### config.mk
export PLATFORM = sky130hd
export DESIGN_NAME = lcd_segment_display_memory_driver
export DESIGN_NICKNAME = d
export VERILOG_FILES = /design/src/shared/lcd_pkg.sv /design/src/rtl/lcd_segment_display_memory_driver.sv
export SDC_FILE = /design/constraint.sdc
export NUM_CORES = 1
export LEC_CHECK = 0
export BUFFER_PORTS_ARGS = -buffer_cell sky130_fd_sc_hd__buf_4
export CAP_MARGIN = 40
export CORE_MARGIN = 5
export CORE_UTILIZATION = 45
export DETAILED_ROUTE_END_ITERATION = 7
export PLACE_DENSITY_LB_ADDON = 0.08
export SLEW_MARGIN = 0
export SYNTH_ARGS = -nofsm -noshare
export SYNTH_HDL_FRONTEND = slang
export SYNTH_SLANG_ARGS = --single-unit
### constraint.sdc
create_clock -name clk_sys -period 12.1 [get_ports clk_sys]
set_clock_uncertainty 0.05 [all_clocks]
set_input_delay 1.815 -clock clk_sys [delete_from_list [all_inputs] [get_ports clk_sys]]
set_output_delay 1.815 -clock clk_sys [all_outputs]
set_load 0.005 [all_outputs]
### src/shared/lcd_pkg.sv
`default_nettype none
package lcd_pkg;
    // ----------------------------------------------------------------
    // Register word indices (byte address = 4 * index)
    // ----------------------------------------------------------------
    localparam logic [7:0] IDX_INDIRECT = 8'h00;
    localparam logic [7:0] IDX_POINTER = 8'h01;
    localparam logic [7:0] IDX_BANK = 8'h04;
    localparam logic [7:0] IDX_OPTIONS = 8'h60;
    localparam logic [7:0] IDX_STATUS = 8'h61;
    localparam logic [7:0] DISP_LO = 8'h40;
    localparam logic [7:0] DISP_HI = 8'h52;
    localparam logic [7:0] BANK_DISPLAY = 8'h01;
    localparam logic [7:0] BANK_RESET = 8'h00;
    localparam logic [7:0] POINTER_RESET = 8'h00;
    localparam int NSEG = 19;
    localparam int ADR_W = 8;
    // ----------------------------------------------------------------
    // Option register fields
    // ----------------------------------------------------------------
    localparam int OPT_DUTY_LO = 0;
    localparam int OPT_BIAS3 = 2;
    localparam int OPT_HALT_KEEP = 3;
    localparam int OPT_DIV_LO = 4;
    localparam logic [7:0] OPT_RESET = 8'h00;
    localparam logic [7:0] OPT_MASK = 8'h7F;
    localparam logic [1:0] DUTY_HALF = 2'h0;
    localparam logic [1:0] DUTY_THIRD = 2'h1;
    localparam logic [2:0] DIV_MAX_SEL = 3'h6;
    localparam logic [2:0] DIV_MIN_LOG = 3'h2;
    // ----------------------------------------------------------------
    // Drive levels, in steps of the bias fraction
    // ----------------------------------------------------------------
    localparam logic [1:0] LVL_0 = 2'h0;
    localparam logic [1:0] LVL_1 = 2'h1;
    localparam logic [1:0] LVL_2 = 2'h2;
    localparam logic [1:0] LVL_3 = 2'h3;
    typedef struct packed {
        logic [2:0][1:0] com;
        logic [NSEG-1:0][1:0] seg;
    } lcdDrive_t;
endpackage
`default_nettype wire

### src/rtl/lcd_segment_display_memory_driver.sv
// Function
// - Display memory is 19 bytes at data addresses 40H to 52H of bank 1, one byte per column.
// - With the bank select at 04H holding 01H, indirect accesses to 40H..52H reach the display memory.
// - With the bank select holding 00H, 40H..52H reach plain data memory instead.
// - Display memory is reached only indirectly through the second pointer, never directly.
// - The driver scans display memory by itself and follows every change without software.
// - A stored 1 turns its segment on and a stored 0 turns it off.
// - An option picks 19x2 at 1/2 duty, 19x3 at 1/3 duty or 18x4 at 1/4 duty.
// - With four commons the last segment line becomes the fourth common.
// - At 1/2 duty the third common line is not driven.
// - The driver clock is the source clock divided by a power of two from 2^2 to 2^8.
// - An option decides whether the display keeps running or turns off during halt.
// - An option picks 1/2 or 1/3 bias and the waveforms use the matching levels.
`timescale 1ns/1ps
`default_nettype none
module lcd_segment_display_memory_driver (
    // Clock and reset
    input wire logic clk_sys,
    input wire logic rst,
    // Wishbone classic slave
    input wire logic cyc_i,
    input wire logic stb_i,
    input wire logic we_i,
    input wire logic [lcd_pkg::ADR_W-1:0] adr_i,
    input wire logic [3:0] sel_i,
    input wire logic [31:0] dat_i,
    output logic ack_o,
    output logic [31:0] dat_o,
    // Processor state
    input wire logic haltState,
    // Glass drive levels
    output lcd_pkg::lcdDrive_t lcdDrive
);
    import lcd_pkg::*;

    // ----------------------------------------------------------------
    // Functions
    // ----------------------------------------------------------------
    function automatic logic [7:0] divMask(input logic [2:0] sel);
        logic [2:0] s;
        s = (sel > DIV_MAX_SEL) ? DIV_MAX_SEL : sel;
        divMask = 8'((9'h001 << ({1'b0, s} + {1'b0, DIV_MIN_LOG})) - 9'h001);
    endfunction

    function automatic logic [1:0] level(input logic bias3, input logic ph,
                                         input logic isCom, input logic act);
        logic [1:0] top;
        top = bias3 ? LVL_3 : LVL_2;
        if (isCom) begin
            if (act) level = ph ? LVL_0 : top;
            else level = bias3 ? (ph ? LVL_2 : LVL_1) : LVL_1;
        end else begin
            if (act) level = ph ? top : LVL_0;
            else level = bias3 ? (ph ? LVL_1 : LVL_2) : (ph ? LVL_0 : LVL_2);
        end
    endfunction

    // ----------------------------------------------------------------
    // Storage and address decode
    // ----------------------------------------------------------------
    logic [7:0] ramBankSelect;
    logic [7:0] indirectPointerSecond;
    logic [7:0] lcdOptions;
    logic [NSEG-1:0][7:0] dispMem;
    logic [NSEG-1:0][7:0] gpMem;
    logic [1:0] comIdx;
    logic phase;
    logic dispOn;
    logic [7:0] divCnt;
    logic req, wr, indAcc, inWin, toDisp, toGp, tick;
    logic [7:0] effAddr;
    logic [4:0] slot;
    logic [31:0] next_rdata;
    logic [1:0] duty;
    logic bias3;
    logic [1:0] lastCom;
    lcdDrive_t next_drive;

    assign req = cyc_i & stb_i & ~ack_o;
    assign wr = req & we_i & sel_i[0];
    assign indAcc = (adr_i == IDX_INDIRECT);
    assign effAddr = indAcc ? indirectPointerSecond : adr_i;
    assign inWin = (effAddr >= DISP_LO) && (effAddr <= DISP_HI);
    assign toDisp = indAcc & inWin & (ramBankSelect == BANK_DISPLAY);
    assign toGp = inWin & ~toDisp;
    assign slot = 5'(effAddr - DISP_LO);
    assign duty = lcdOptions[OPT_DUTY_LO +: 2];
    assign bias3 = lcdOptions[OPT_BIAS3];
    assign lastCom = (duty == DUTY_HALF) ? 2'h1 : (duty == DUTY_THIRD) ? 2'h2 : 2'h3;
    assign dispOn = ~haltState | lcdOptions[OPT_HALT_KEEP];

    // ----------------------------------------------------------------
    // Bus answer
    // ----------------------------------------------------------------
    always_ff @(posedge clk_sys or posedge rst) begin
        if (rst) ack_o <= 1'b0;
        else ack_o <= req;
    end

    always_comb begin
        next_rdata = '0;
        if (toDisp) begin
            next_rdata[7:0] = dispMem[slot];
        end else if (toGp) begin
            next_rdata[7:0] = gpMem[slot];
        end else if (effAddr == IDX_BANK) begin
            next_rdata[7:0] = ramBankSelect;
        end else if (effAddr == IDX_POINTER) begin
            next_rdata[7:0] = indirectPointerSecond;
        end else if (effAddr == IDX_OPTIONS) begin
            next_rdata[7:0] = lcdOptions;
        end else if (effAddr == IDX_STATUS) begin
            next_rdata[3:0] = {phase, dispOn, comIdx};
        end
    end

    always_ff @(posedge clk_sys or posedge rst) begin
        if (rst) dat_o <= '0;
        else if (req & ~we_i) dat_o <= next_rdata;
    end

    // ----------------------------------------------------------------
    // Registers and memories
    // ----------------------------------------------------------------
    always_ff @(posedge clk_sys or posedge rst) begin
        if (rst) begin
            ramBankSelect <= BANK_RESET;
            indirectPointerSecond <= POINTER_RESET;
            lcdOptions <= OPT_RESET;
        end else if (wr) begin
            if (effAddr == IDX_BANK) ramBankSelect <= dat_i[7:0];
            else if (effAddr == IDX_POINTER) indirectPointerSecond <= dat_i[7:0];
            else if (effAddr == IDX_OPTIONS) lcdOptions <= dat_i[7:0] & OPT_MASK;
        end
    end

    always_ff @(posedge clk_sys or posedge rst) begin
        if (rst) dispMem <= '0;
        else if (wr & toDisp) dispMem[slot] <= dat_i[7:0];
    end

    always_ff @(posedge clk_sys or posedge rst) begin
        if (rst) gpMem <= '0;
        else if (wr & toGp) gpMem[slot] <= dat_i[7:0];
    end

    // ----------------------------------------------------------------
    // Driver clock and scan
    // ----------------------------------------------------------------
    assign tick = ((divCnt & divMask(lcdOptions[OPT_DIV_LO +: 3])) ==
                   divMask(lcdOptions[OPT_DIV_LO +: 3]));

    always_ff @(posedge clk_sys or posedge rst) begin
        if (rst) divCnt <= '0;
        else divCnt <= divCnt + 8'h01;
    end

    always_ff @(posedge clk_sys or posedge rst) begin
        if (rst) begin
            comIdx <= '0;
            phase <= 1'b0;
        end else if (tick) begin
            if (comIdx >= lastCom) begin
                comIdx <= '0;
                phase <= ~phase;
            end else begin
                comIdx <= comIdx + 2'h1;
            end
        end
    end

    always_comb begin
        next_drive = '0;
        if (dispOn) begin
            for (int c = 0; c < 3; c++) begin
                if (2'(c) <= lastCom)
                    next_drive.com[c] = level(bias3, phase, 1'b1, comIdx == 2'(c));
            end
            for (int s = 0; s < NSEG; s++) begin
                next_drive.seg[s] = level(bias3, phase, 1'b0, dispMem[s][comIdx]);
            end
            if (lastCom == 2'h3)
                next_drive.seg[NSEG-1] = level(bias3, phase, 1'b1, comIdx == 2'h3);
        end
    end

    always_ff @(posedge clk_sys or posedge rst) begin
        if (rst) lcdDrive <= '0;
        else lcdDrive <= next_drive;
    end

    // ----------------------------------------------------------------
    // Checks
    // ----------------------------------------------------------------
    logic [7:0] gap;
    logic gapClean;

    always_ff @(posedge clk_sys or posedge rst) begin
        if (rst) begin
            gap <= '0;
            gapClean <= 1'b1;
        end else begin
            gap <= tick ? 8'h00 : gap + 8'h01;
            if (wr && effAddr == IDX_OPTIONS) gapClean <= 1'b0;
            else if (tick) gapClean <= 1'b1;
        end
    end

    chk_disp_write: assert property (@(posedge clk_sys) disable iff (rst)
        wr && toDisp |=> dispMem[$past(slot)] == $past(dat_i[7:0]))
        else $error("display write lost");
    chk_bank_zero_gp: assert property (@(posedge clk_sys) disable iff (rst)
        wr && inWin && ramBankSelect == BANK_RESET |=> $stable(dispMem))
        else $error("bank 0 write reached display memory");
    chk_direct_blocked: assert property (@(posedge clk_sys) disable iff (rst)
        wr && !indAcc |=> $stable(dispMem))
        else $error("direct write reached display memory");
    chk_com_order: assert property (@(posedge clk_sys) disable iff (rst)
        tick && comIdx < lastCom && $stable(lcdOptions) |=> comIdx == $past(comIdx) + 2'h1)
        else $error("common order broken");
    chk_seg_on_bit: assert property (@(posedge clk_sys) disable iff (rst)
        dispOn && dispMem[0][comIdx] && !phase |=> lcdDrive.seg[0] == LVL_0)
        else $error("segment on level wrong");
    chk_halt_off: assert property (@(posedge clk_sys) disable iff (rst)
        haltState && !lcdOptions[OPT_HALT_KEEP] |=> lcdDrive == '0)
        else $error("display not off in halt");
    chk_half_duty: assert property (@(posedge clk_sys) disable iff (rst)
        duty == DUTY_HALF |=> lcdDrive.com[2] == LVL_0)
        else $error("third common driven at half duty");
    chk_four_com: assert property (@(posedge clk_sys) disable iff (rst)
        dispOn && lastCom == 2'h3 && comIdx == 2'h3 && !phase && bias3
        |=> lcdDrive.seg[NSEG-1] == LVL_3)
        else $error("last segment not acting as common");
    chk_div_period: assert property (@(posedge clk_sys) disable iff (rst)
        tick && gapClean |-> gap == divMask(lcdOptions[OPT_DIV_LO +: 3]))
        else $error("driver clock period wrong");
    chk_half_bias: assert property (@(posedge clk_sys) disable iff (rst)
        !bias3 |=> lcdDrive.com[0] != LVL_3)
        else $error("top level used at half bias");
    chk_bus_ack: assert property (@(posedge clk_sys) disable iff (rst)
        req |=> ack_o ##1 !ack_o)
        else $error("ack not a one cycle answer");
    chk_ack_only_req: assert property (@(posedge clk_sys) disable iff (rst)
        !req |=> !ack_o)
        else $error("ack without a request");
    chk_bank_write: assert property (@(posedge clk_sys) disable iff (rst)
        wr && effAddr == IDX_BANK |=> ramBankSelect == $past(dat_i[7:0]))
        else $error("bank select write lost");
    chk_bank_read: assert property (@(posedge clk_sys) disable iff (rst)
        req && !we_i && effAddr == IDX_BANK |=> dat_o[7:0] == $past(ramBankSelect))
        else $error("bank select read wrong");
    chk_disp_read: assert property (@(posedge clk_sys) disable iff (rst)
        req && !we_i && toDisp |=> dat_o[7:0] == $past(dispMem[slot]))
        else $error("display read wrong");
    chk_gp_write: assert property (@(posedge clk_sys) disable iff (rst)
        wr && toGp |=> gpMem[$past(slot)] == $past(dat_i[7:0]))
        else $error("data memory write lost");
    chk_gp_read: assert property (@(posedge clk_sys) disable iff (rst)
        req && !we_i && toGp |=> dat_o[7:0] == $past(gpMem[slot]))
        else $error("data memory read wrong");
    chk_ptr_write: assert property (@(posedge clk_sys) disable iff (rst)
        wr && effAddr == IDX_POINTER |=> indirectPointerSecond == $past(dat_i[7:0]))
        else $error("pointer write lost");
    chk_options_read: assert property (@(posedge clk_sys) disable iff (rst)
        req && !we_i && effAddr == IDX_OPTIONS |=> dat_o[7:0] == $past(lcdOptions))
        else $error("options read wrong");
    chk_status_read: assert property (@(posedge clk_sys) disable iff (rst)
        req && !we_i && effAddr == IDX_STATUS |=> dat_o[3:0] == $past({phase, dispOn, comIdx}))
        else $error("status read wrong");
    chk_run_drive: assert property (@(posedge clk_sys) disable iff (rst)
        !haltState |=> lcdDrive.com != '0)
        else $error("commons idle while running");
    chk_seg_off_bit: assert property (@(posedge clk_sys) disable iff (rst)
        dispOn && !dispMem[0][comIdx] && !phase |=> lcdDrive.seg[0] == LVL_2)
        else $error("segment off level wrong");
    chk_last_seg: assert property (@(posedge clk_sys) disable iff (rst)
        dispOn && lastCom != 2'h3 && dispMem[NSEG-1][comIdx] && !phase
        |=> lcdDrive.seg[NSEG-1] == LVL_0)
        else $error("last segment not acting as segment");
    chk_tick_rate: assert property (@(posedge clk_sys) disable iff (rst)
        tick |=> !tick)
        else $error("driver clock too fast");
    chk_com_sel_level: assert property (@(posedge clk_sys) disable iff (rst)
        dispOn && !phase && comIdx == 2'h0 && bias3 |=> lcdDrive.com[0] == LVL_3)
        else $error("selected common level wrong");
    chk_half_bias_seg: assert property (@(posedge clk_sys) disable iff (rst)
        !bias3 |=> lcdDrive.seg[0] != LVL_3)
        else $error("top level on segment at half bias");
    chk_com_hold: assert property (@(posedge clk_sys) disable iff (rst)
        !tick |=> comIdx == $past(comIdx))
        else $error("common moved without a tick");
    chk_com_wrap: assert property (@(posedge clk_sys) disable iff (rst)
        tick && comIdx >= lastCom |=> comIdx == 2'h0 && phase != $past(phase))
        else $error("frame wrap wrong");

    cov_disp_write: cover property (@(posedge clk_sys) disable iff (rst) wr && toDisp);
    cov_four_com: cover property (@(posedge clk_sys) disable iff (rst)
        tick && lastCom == 2'h3 && comIdx == 2'h3);
    cov_halt_keep: cover property (@(posedge clk_sys) disable iff (rst)
        haltState && dispOn);
    cov_gp_write: cover property (@(posedge clk_sys) disable iff (rst) wr && toGp);
    cov_frame_wrap: cover property (@(posedge clk_sys) disable iff (rst)
        tick && comIdx >= lastCom && phase);
endmodule // lcd_segment_display_memory_driver
`default_nettype wire

==> results of run 1 <==
[path summary, 6_finish.rpt]
kind                                                      start                      to  slack (ps)
hold reg to reg                             divCnt[7]$_DFF_PP0_     divCnt[7]$_DFF_PP0_         420
min in group asynchronous                                   rst   lcdDrive[5]$_DFF_PP0_        1210
setup reg to reg           indirectPointerSecond[0]$_DFFE_PP0P_    dat_o[7]$_DFFE_PP0P_        8190
hold / removal                              divCnt[7]$_DFF_PP0_     divCnt[7]$_DFF_PP0_         420
setup / recovery                                       adr_i[3]   gpMem[25]$_DFFE_PP0P_        7060
max in group asynchronous                                   rst  gpMem[103]$_DFFE_PP0P_        8810
[routing by layer]
metal	GRT usage (%)	vias to the layer above
met4	7.26	0
met5	0	-
met3	4.57	87
li1	-	5713
met1	33.3	6695
met2	37.2	357
[cells in the mapped netlist, drive strengths merged (3+ instances only)]
cell     instances  area share, %
a211oi           7           0.31
a21o             3           0.12
a21oi           54            1.5
a221o           10           0.54
a221oi          20           0.95
a222oi           6           0.32
a22oi            9           0.39
a31oi            9           0.30
a32o             4           0.22
a32oi           11           0.52
a41oi            7           0.33
and2             3           0.10
and3             7           0.24
buf             78            2.7
clkbuf          75            1.5
dfrtp          374             51
ha              10           0.68
inv             14           0.28
mux2           331             20
mux2i           29            1.6
mux4            19            2.3
nand2          210            4.4
nand2b           5           0.17
nand3           75            2.1
nand4            3           0.10
nor2            63            1.3
nor2b            5           0.17
nor3            25            1.1
nor3b            4           0.22
nor4             7           0.27
nor4b            4           0.19
o2111ai          3           0.14
o211ai           5           0.20
o21ai           29           0.78
o2bb2ai          4           0.19
o31ai            4           0.16
or2              5           0.17
xnor2            5           0.24
xor2            23            1.1
[placed cells by master (no fill, tap or decap), drive strengths merged, types with 20 or more instances in the layout]
cell type,count
clkbuf,65
xor2,23
mux2i,29
nand3,75
dfrtp,374
nand2,210
conb,24
o21ai,29
mux2,331
nor2,63
nor3,25
buf,105
a21oi,54
a221oi,20
[state kept, by name (all words and copies together), names as in the netlist, 2 cells and up]
register               count
ramBankSelect              8
lcdDrive                  27
indirectPointerSecond      8
divCnt                     8
comIdx                     2
lcdOptions                 7
dat_o                      8
dispMem                  152
gpMem                    152
[final cells by class]
| type | count | area (µm²) | share of cell area, % |
|---|---|---|---|
| multi-input cells | 1071 | 8460 | 40.8 |
| clock buffers | 65 | 1260 | 6.06 |
| repair buffers | 105 | 841 | 4.05 |
| flip-flops and latches | 374 | 9360 | 45.1 |
| clock inverters | 10 | 111 | 0.536 |
| inverters | 14 | 56.3 | 0.271 |
| well taps | 532 | 666 | 3.21 |
[through the flow]
stage	area, µm²	instances
3_3_place_gp	19300	2092
2_1_floorplan	18600	1612
6_report	20800	2171
5_1_grt	20800	2171
4_1_cts	20800	2171
3_5_place_dp	19400	2096
[report_power, final]
group	internal [mW]	switching [mW]
clock	0.758	0.519
sequential	1.28	0.0144
combinational	0.104	0.204
total	2.14	0.738
[cell families after synthesis]
group                    share of synthesized area [%]
AND/OR/NAND/NOR                                   10.7
XOR/XNOR                                          1.33
other                                           0.0203
buffers and inverters                             4.49
multiplexers                                      24.0
adder cells (fa/ha/maj)                          0.676
AO/OA/AOI/OAI                                     8.19
flip-flops                                        50.6
==> impl_metrics.py, run 1 <==
metrics = {
    "power": {
        "irDropWorstVdd_mv": 0.0797,
        "p_total_mw": 2.88,
        "p_leak_nw": 9.75,
        "p_per_area_nw_per_um2": 139,
    },
    "drt": {
        "vias": 12900,
        "met1Wirelength_um": 23500,
        "drtIter0Drc": 1141,
        "dr_wl_met3_um": 3200,
        "routed.top_layer": "met4",
        "dr_wl_met2_um": 24500,
        "wl_per_cell_um": 24.3,
        "routed_wl_um": 52800,
        "viasPerCell": 5.92,
        "antenna_left": 0,
        "drtPass1Iterations": 5,
        "drc_errors": 0,
    },
    "floorplanning": {
        "io_pins": 127,
        "start_util_pct": 45.4,
        "core_um2": 40700,
        "die_h_um": 213,
        "die_width_um": 213,
        "dieArea_um2": 45300,
        "num_rows": 74,
    },
    "setup_path": {
        "cp-end-kind": "register",
        "cp_slowest_cell": "nor3b_2",
        "reg2regPathDepth": 9,
        "path_depth": 7,
        "cp.required_ps": 12500,
        "critPathMaxStageDelay_ps": 950,
        "crit_family": "simple AND/OR/NAND/NOR gates",
        "startpoint_type": "primary input",
        "crit_chain": "buf_4 -> nor2_1 -> a32o_1 -> and2_1 -> nand3_1 -> nor3b_2 -> mux2_2",
        "critPathMaxFanout": 13,
        "crit_type": "primary input to register",
        "crit_buf_inv": 1,
        "cp.arrival_ps": 5440,
    },
    "timing": {
        "rsz0062_at_grt": "no",
        "hold-worst-slack_ps": 421,
        "fin_crit_sh_pct": 41.7,
        "relSlewSlack_pct": 38.3,
        "tns_ps": 0,
        "fmax_mhz": 198,
        "period_needed_ps": 5040,
        "tightest_slew_ps": 926,
        "finalHoldViolations": 0,
        "setup_viol": 0,
        "setup_ws_ps": 7060,
        "slew_violations": 0,
    },
    "clock_tree": {
        "cts-resized-gates": 0,
        "cts_tree": "done",
        "cts.sinks": 374,
        "cts_buffers": 43,
        "post_cts_buffers": 0,
        "postCtsHoldBufs": 0,
        "clkTransAtPathRegs_ps": 50,
        "cts_root_buffer": "clkbuf_16",
        "htree_levels": 2,
        "clockBufferDepth": 3,
        "clk_latency_ps": 570,
    },
    "place": {
        "hpwl_um": 33200,
        "pre_cts_slack_ps": 6610,
        "port-buffer-count": 75,
        "globalplace.congestion": 0.904,
    },
    "layout": {
        "layout.nets": 1669,
        "syn_to_final_growth_pct": 12.1,
        "utilization_pct": 50.9,
        "drive_gt1_share_pct": 34.5,
        "fillers": 3673,
        "antenna_cells": 0,
    },
    "min_path": {
        "holdCritPathClass": "register to register",
        "hold_depth": 1,
    },
    "global_routing": {
        "grt_pass1_vias": 12800,
        "grt_usage_pct": 23.6,
        "grt_pass1_wl_um": 81200,
        "overflow": 0,
        "antenna_found_initial": 0,
        "grt_max_degree": 157,
    },
    "flow_run": {
        "drv_cap": 0,
    },
    "yosys": {
        "ys_seq_area_share_pct": 50.6,
        "ys.flop_type": "dfrtp_1",
        "synthCells": 1589,
        "ys_warn_count": 0,
        "ys_ff_latch": 374,
        "syn_area_um2": 18500,
        "synth.distinct_cells": 71,
        "avgSynthCellArea_um2": 11.6,
        "synth_edf_count": 0,
        "async_flop_share_pct": 100,
    },
    "run_status": {
        "status": "completed",
    },
}
Note: power is estimated with default switching activity, not from simulation.
==> run 2, diff against run 1 <==
--- a/config.mk
+++ b/config.mk
@@ -5,6 +5,7 @@
 export SDC_FILE = /design/constraint.sdc
 export NUM_CORES = 1
 export LEC_CHECK = 0
+export ABC_AREA = 1
 export BUFFER_PORTS_ARGS = -buffer_cell sky130_fd_sc_hd__buf_4
 export CAP_MARGIN = 40
 export CORE_MARGIN = 5
==> constraint.sdc (replaced) <==
create_clock -name clk_sys -period 5 [get_ports clk_sys]
set_clock_uncertainty 0.05 [all_clocks]
set_input_delay 0.75 -clock clk_sys [delete_from_list [all_inputs] [get_ports clk_sys]]
set_output_delay 0.75 -clock clk_sys [all_outputs]
set_load 0.005 [all_outputs]
==> run 2 against run 1 <==
Clock power grew 140%. Die area shrank 1.1%. Critical endpoint is now indirectPointerSecond[2]$_DFFE_PP0P_. Synthesized area shrank 1.1%. Hold slack lost 350 ps. Largest cell class unchanged. Sequential power grew 140%.
==> impl_metrics.py, run 2 <==
metrics = {
    "layout": {
        "layout.nets": 2513,
        "mostFrequentLayoutCell": "nand2_1",
        "top_regs": "dispMem (152), gpMem (152), lcdDrive (27)",
        "drive_gt1_share_pct": 10.8,
        "layout_common_cells": "nand2_1 (973), dfrtp_1 (374), o21ai_0 (253), buf_4 (160), o21ai_1 (135)",
        "fin_cells": 3006,
        "multi_input_area_um2": 7830,
        "antenna_cells": 0,
        "syn_to_final_growth_pct": 14.0,
        "register_area_um2": 9360,
        "fillers": 3906,
    },
    "global_routing": {
        "grt_usage_pct": 25.1,
        "grt_pass1_vias": 15200,
        "antenna_found_initial": 1,
        "grt_pass1_wl_um": 88600,
        "grt_max_degree": 117,
        "overflow": 0,
    },
    "drt": {
        "antenna_left": 0,
        "drtIter0Drc": 1401,
        "routed_wl_um": 56000,
        "vias": 15900,
        "drtPass1Iterations": 5,
        "drc_errors": 0,
        "viasPerCell": 5.28,
        "wl_per_cell_um": 18.6,
    },
    "yosys": {
        "ys_seq_area_share_pct": 51.2,
        "synthCells": 2400,
        "synth.distinct_cells": 36,
        "synth_common_cells": "nand2_1 (975), dfrtp_1 (374), o21ai_0 (253), o21ai_1 (135), nor2_1 (126)",
        "syn_area_um2": 18300,
        "async_flop_share_pct": 100,
        "yosysMostFrequentCell": "nand2_1",
        "ys_warn_count": 0,
        "ys.flop_type": "dfrtp_1",
        "yosys-top-cells-area": "dfrtp_1 (51%), nand2_1 (20%), o21ai_0 (6.9%)",
        "synth_top_area_cell": "dfrtp_1",
        "synth_edf_count": 0,
        "synth_top_area_share_pct": 51.2,
        "avgSynthCellArea_um2": 7.62,
        "ys_ff_latch": 374,
    },
    "run_status": {
        "status": "completed",
    },
    "floorplanning": {
        "io_pins": 127,
        "die_width_um": 212,
        "die_h_um": 212,
        "core_um2": 40000,
        "start_util_pct": 45.7,
        "num_rows": 73,
        "dieArea_um2": 44800,
    },
    "power": {
        "p_per_area_nw_per_um2": 339,
        "irDropWorstVdd_mv": 0.232,
        "p_leak_nw": 10.1,
    },
    "place": {
        "port-buffer-count": 75,
        "dpl.cell_count": 2933,
        "pre_cts_slack_ps": 591,
        "globalplace.congestion": 0.872,
        "hpwl_um": 36100,
    },
    "timing": {
        "fin_crit_sh_pct": 76.6,
        "relSlewSlack_pct": 46.7,
        "period_needed_ps": 3830,
        "finalHoldViolations": 0,
        "fmax_mhz": 261,
        "setup_ws_ps": 1170,
        "tightest_slew_ps": 797,
        "setup_viol": 0,
        "slew_violations": 0,
        "rsz0062_at_grt": "no",
    },
    "clock_tree": {
        "postCtsHoldBufs": 0,
        "cts_root_buffer": "clkbuf_16",
        "clkTransAtPathRegs_ps": 60,
        "cts.sinks": 374,
        "cts_buffers": 43,
        "cts_tree": "done",
        "htree_levels": 2,
        "post_cts_buffers": 0,
        "cts-resized-gates": 0,
        "clockBufferDepth": 3,
        "clk_latency_ps": 560,
    },
    "setup_path": {
        "path_depth": 10,
        "cp.arrival_ps": 4240,
        "critPathMaxFanout": 26,
        "critPathMaxStageDelay_ps": 730,
        "cp-end-kind": "register",
        "cp_slowest_cell": "nor2_1",
        "crit_chain": "buf_4 -> nor2_1 -> nand2_1 -> nor2_1 -> nand2_2 -> nand2_4 -> nand2_1 -> nor2_1 -> nand4_1 -> o21ai_0",
        "startpoint_type": "primary input",
        "reg2regPathDepth": 6,
        "crit_buf_inv": 1,
        "r2r_slack_ps": 1780,
        "crit_top_cell": "nor2_1",
        "r2r_start": "indirectPointerSecond[0]$_DFFE_PP0P_",
        "reg2reg_to": "indirectPointerSecond[2]$_DFFE_PP0P_",
        "cp.required_ps": 5410,
        "crit_type": "primary input to register",
        "crit_family": "simple AND/OR/NAND/NOR gates",
    },
    "flow_run": {
        "drv_cap": 0,
    },
    "min_path": {
        "holdCritPathClass": "primary input to async pin",
    },
}
## run 2: cell types whose count changed after synthesis, sizes merged, moves of 19 or more
cell	change
nand2	+790
o21ai	+359
mux2	-331
inv	+70
nor2	+68
nand3	+34
mux2i	-29
nor3	-24
clkbuf	+21
a221oi	-20
mux4	-19
## run 2: how the worst max path moves through the flow
stage | start | to | slack [ps]
after global routing | adr_i[7] | indirectPointerSecond[2]$_DFFE_PP0P_ | 850
after global placement | adr_i[7] | indirectPointerSecond[3]$_DFFE_PP0P_ | 710
after detailed placement | adr_i[7] | indirectPointerSecond[4]$_DFFE_PP0P_ | 590
final | adr_i[7] | indirectPointerSecond[2]$_DFFE_PP0P_ | 1170
after CTS | adr_i[7] | indirectPointerSecond[3]$_DFFE_PP0P_ | 1170
after floorplan | rst | ack_o$_DFF_PP0_ | -820
## run 2: metal layers
layer / share of wire [%] / vias up / global-route usage, % / wire, µm
met3: 5.7 / 113 / 3.45 / 3210
met2: 45 / 484 / 39.2 / 25400
met5: 0 / - / 0 / 0
li1: - / 7754 / - / -
met1: 45 / 7522 / 35.6 / 25200
met4: 4.0 / 0 / 10.1 / 2240
## run 2: cell families after synthesis
| family | Yosys count | share of synthesized area (%) |
|---|---|---|
| other | 1 | 0.0205 |
| flip-flops | 374 | 51.2 |
| buffers and inverters | 268 | 6.68 |
| AO/OA/AOI/OAI | 467 | 13.1 |
| XOR/XNOR | 18 | 0.862 |
| AND/OR/NAND/NOR | 1262 | 27.5 |
| adder cells (fa/ha/maj) | 10 | 0.684 |
## run 2: layout make-up
| type | count | share of cell area, % |
|---|---|---|
| Clock buffer | 67 | 6.22 |
| Clock inverter | 6 | 0.162 |
| Inverter | 86 | 1.57 |
| Multi-Input combinational cell | 1781 | 37.5 |
| Sequential cell | 374 | 44.9 |
| Tap cell | 525 | 3.15 |
| Timing Repair Buffer | 167 | 6.50 |
## run 2: power by group
group | total [mW] | internal, mW | switching (mW)
registers | 3.16 | 3.12 | 0.0435
logic | 0.886 | 0.297 | 0.589
clock network | 3.02 | 1.77 | 1.25
## run 2: metrics by stage
stage          TNS, ps  util (%)  hold WS (ps)  cell area (µm²)  total power, mW
6_report             0      52.2          70.9            20900             7.07
5_1_grt              0      52.2          78.9            20900             7.34
4_1_cts              0      52.2          58.7            20900             7.14
3_5_place_dp         0      48.8           398            19500             4.11
3_3_place_gp         0      48.6           391            19400             4.06
2_1_floorplan  -307470         -           398            18400             3.69
==> run 3, diff against run 2 <==
==> constraint.sdc (replaced) <==
create_clock -name clk_sys -period 3.5 [get_ports clk_sys]
set_clock_uncertainty 0.05 [all_clocks]
set_input_delay 0.525 -clock clk_sys [delete_from_list [all_inputs] [get_ports clk_sys]]
set_output_delay 0.525 -clock clk_sys [all_outputs]
set_load 0.005 [all_outputs]
==> run 3 against run 2 <==
Hold slack better by 81 ps. Clock power is 52% higher. Routed wire length is 0.92% lower. Total power up 47%. Worst setup slack got worse by 440 ps. Combinational power is 42% higher. Cell count is 0.20% lower. Sequential share of layout area decreased by 0.29 points. Die area stayed put. Register-to-register slack lost 1000 ps.
==> impl_metrics.py, run 3 (synthesis gave the netlist of run 2 again) <==
metrics = {
    "setup_path": {
        "critPathMaxFanout": 14,
        "cp-end-kind": "register",
        "crit_type": "primary input to register",
        "reg2regPathDepth": 10,
        "r2r_start": "indirectPointerSecond[4]$_DFFE_PP0P_",
        "r2r_slack_ps": 750,
        "cp.arrival_ps": 3190,
        "reg2reg_to": "gpMem[31]$_DFFE_PP0P_",
        "startpoint_type": "primary input",
        "worstSetupEndpoint": "dat_o[0]$_DFFE_PP0P_",
        "crit_start": "adr_i[7]",
        "cp.required_ps": 3920,
    },
    "power": {
        "p_per_area_nw_per_um2": 493,
        "p_sw_mw": 2.67,
        "p_total_mw": 10.4,
        "irDropWorstVdd_mv": 0.446,
        "p_clk_share_pct": 44.4,
        "p_comb_share_pct": 12.1,
        "p_sw_share_pct": 25.8,
        "p_leak_nw": 10.1,
        "p_int_mw": 7.69,
        "power.share.sequential_pct": 43.4,
    },
    "global_routing": {
        "grt_max_degree": 97,
        "grt_usage_pct": 25.1,
        "grt_pass1_wl_um": 88700,
        "overflow": 0,
        "grt_pass1_vias": 15500,
        "antenna_found_initial": 0,
    },
    "drt": {
        "antenna_left": 0,
        "wl_per_cell_um": 18.5,
        "vias": 15900,
        "viasPerCell": 5.31,
        "routed_wl_um": 55500,
        "drtPass1Iterations": 5,
        "drtIter0Drc": 1244,
        "drc_errors": 0,
    },
    "floorplanning": {
        "die_width_um": 212,
        "num_rows": 73,
        "dieArea_um2": 44800,
        "core_um2": 40000,
        "start_util_pct": 45.7,
        "die_h_um": 212,
        "io_pins": 127,
    },
    "layout": {
        "top_regs": "dispMem (152), gpMem (152), lcdDrive (27)",
        "syn_to_final_growth_pct": 14.8,
        "finalInstanceArea_um2": 21000,
        "register_area_um2": 9360,
        "mostFrequentLayoutCell": "nand2_1",
        "drive_gt1_share_pct": 10.9,
        "antenna_cells": 0,
        "utilization_pct": 52.5,
        "layout_common_cells": "nand2_1 (973), dfrtp_1 (374), o21ai_0 (253), buf_4 (154), o21ai_1 (135)",
        "multi_input_area_um2": 7830,
        "fillers": 3895,
        "layout.nets": 2513,
    },
    "place": {
        "hpwl_um": 36500,
        "globalplace.congestion": 0.866,
        "place_area_um2": 19600,
        "port-buffer-count": 75,
    },
    "clock_tree": {
        "cts.sinks": 374,
        "cts_root_buffer": "clkbuf_16",
        "cts_tree": "done",
        "htree_levels": 2,
        "clockBufferDepth": 3,
        "clk_latency_ps": 580,
        "postCtsHoldBufs": 1,
        "cts_buffers": 43,
        "clkTransAtPathRegs_ps": 60,
        "post_cts_buffers": 0,
        "cts-resized-gates": 0,
    },
    "min_path": {
        "holdCritPathClass": "primary input to register",
    },
    "timing": {
        "period_needed_ps": 2760,
        "fmax_mhz": 362,
        "slew_violations": 0,
        "fin_crit_sh_pct": 79.0,
        "tightest_slew_ps": 805,
        "finalHoldViolations": 0,
        "setup_viol": 0,
        "relSlewSlack_pct": 46.1,
        "rsz0062_at_grt": "no",
    },
    "flow_run": {
        "drv_cap": 0,
    },
    "run_status": {
        "status": "completed",
    },
}
## run 3: changes by cell type in the layout (fill, tap and decap cells not counted)
cell	previous run	this run
bufinv_16	0	6
buf_16	2	1
clkbuf_8	9	3
buf_12	5	11
clkbuf_1	13	6
dlygate4sd3_1	0	1
clkinv_2	5	4
buf_4	160	154
clkinvlp_4	1	4
inv_6	1	0
## run 3: worst min path at each step
stage	startpoint	endpoint	slack [ps]	cells after the start
2_1_floorplan	ack_o$_DFF_PP0_	ack_o$_DFF_PP0_	400	1
3_3_place_gp	ack_o$_DFF_PP0_	ack_o$_DFF_PP0_	390	1
3_5_place_dp	ack_o$_DFF_PP0_	ack_o$_DFF_PP0_	410	1
4_1_cts	stb_i	ack_o$_DFF_PP0_	120	3
5_1_grt	stb_i	ack_o$_DFF_PP0_	140	3
6_report	stb_i	ack_o$_DFF_PP0_	150	3
## run 3: power by group through the flow
| stage | logic (mW) | registers (mW) | clock network, mW |
|---|---|---|---|
| floorplan | 0.668 | 4.60 | 0 |
| global placement | 1.23 | 4.58 | 0 |
| detailed placement | 1.26 | 4.58 | 0 |
| CTS | 1.27 | 4.50 | 4.69 |
| global route | 1.38 | 4.51 | 4.88 |
| finish | 1.26 | 4.50 | 4.60 |
## run 3: routing by layer
layer | up-vias | track usage, % | share of wire (%)
met3 | 93 | 3.41 | 5.4
met4 | 0 | 8.49 | 3.2
met2 | 464 | 40.7 | 46
met5 | - | 0 | 0
li1 | 7741 | - | -
met1 | 7622 | 35.0 | 45
## run 3: worst max-delay path, cell delays in order
cell     delay [ps]
buf_4           120
nor2_1          150
nand2_1          70
nor2_1          310
buf_4           230
nand2_2          80
nand2_4         190
nor2_1          240
buf_12          230
nand2_1          60
nand3_1          70
nand2_1         140
nand2_1          70
nor2_1          210
nand2_1         150
nand2_1          90
nand3_1         100
nand2_1          80
inv_1            40
## run 3: per-stage QoR
stage          hold slack, ps  instances  worst slack (ps)  setup TNS [ps]
2_1_floorplan             398       2423             -2100         -784320
3_3_place_gp              392       2930               193               0
3_5_place_dp              406       2932               174               0
4_1_cts                   125       3000               766               0
5_1_grt                   136       3000               491               0
6_report                  152       3000               736               0
## run 3: final cells by class
type / instances / area share, %
Clock inverter: 13 / 1.06
Multi-Input combinational cell: 1781 / 37.3
Tap cell: 525 / 3.13
Sequential cell: 374 / 44.6
Inverter: 86 / 1.55
Timing Repair Buffer: 167 / 6.73
Clock buffer: 54 / 5.67
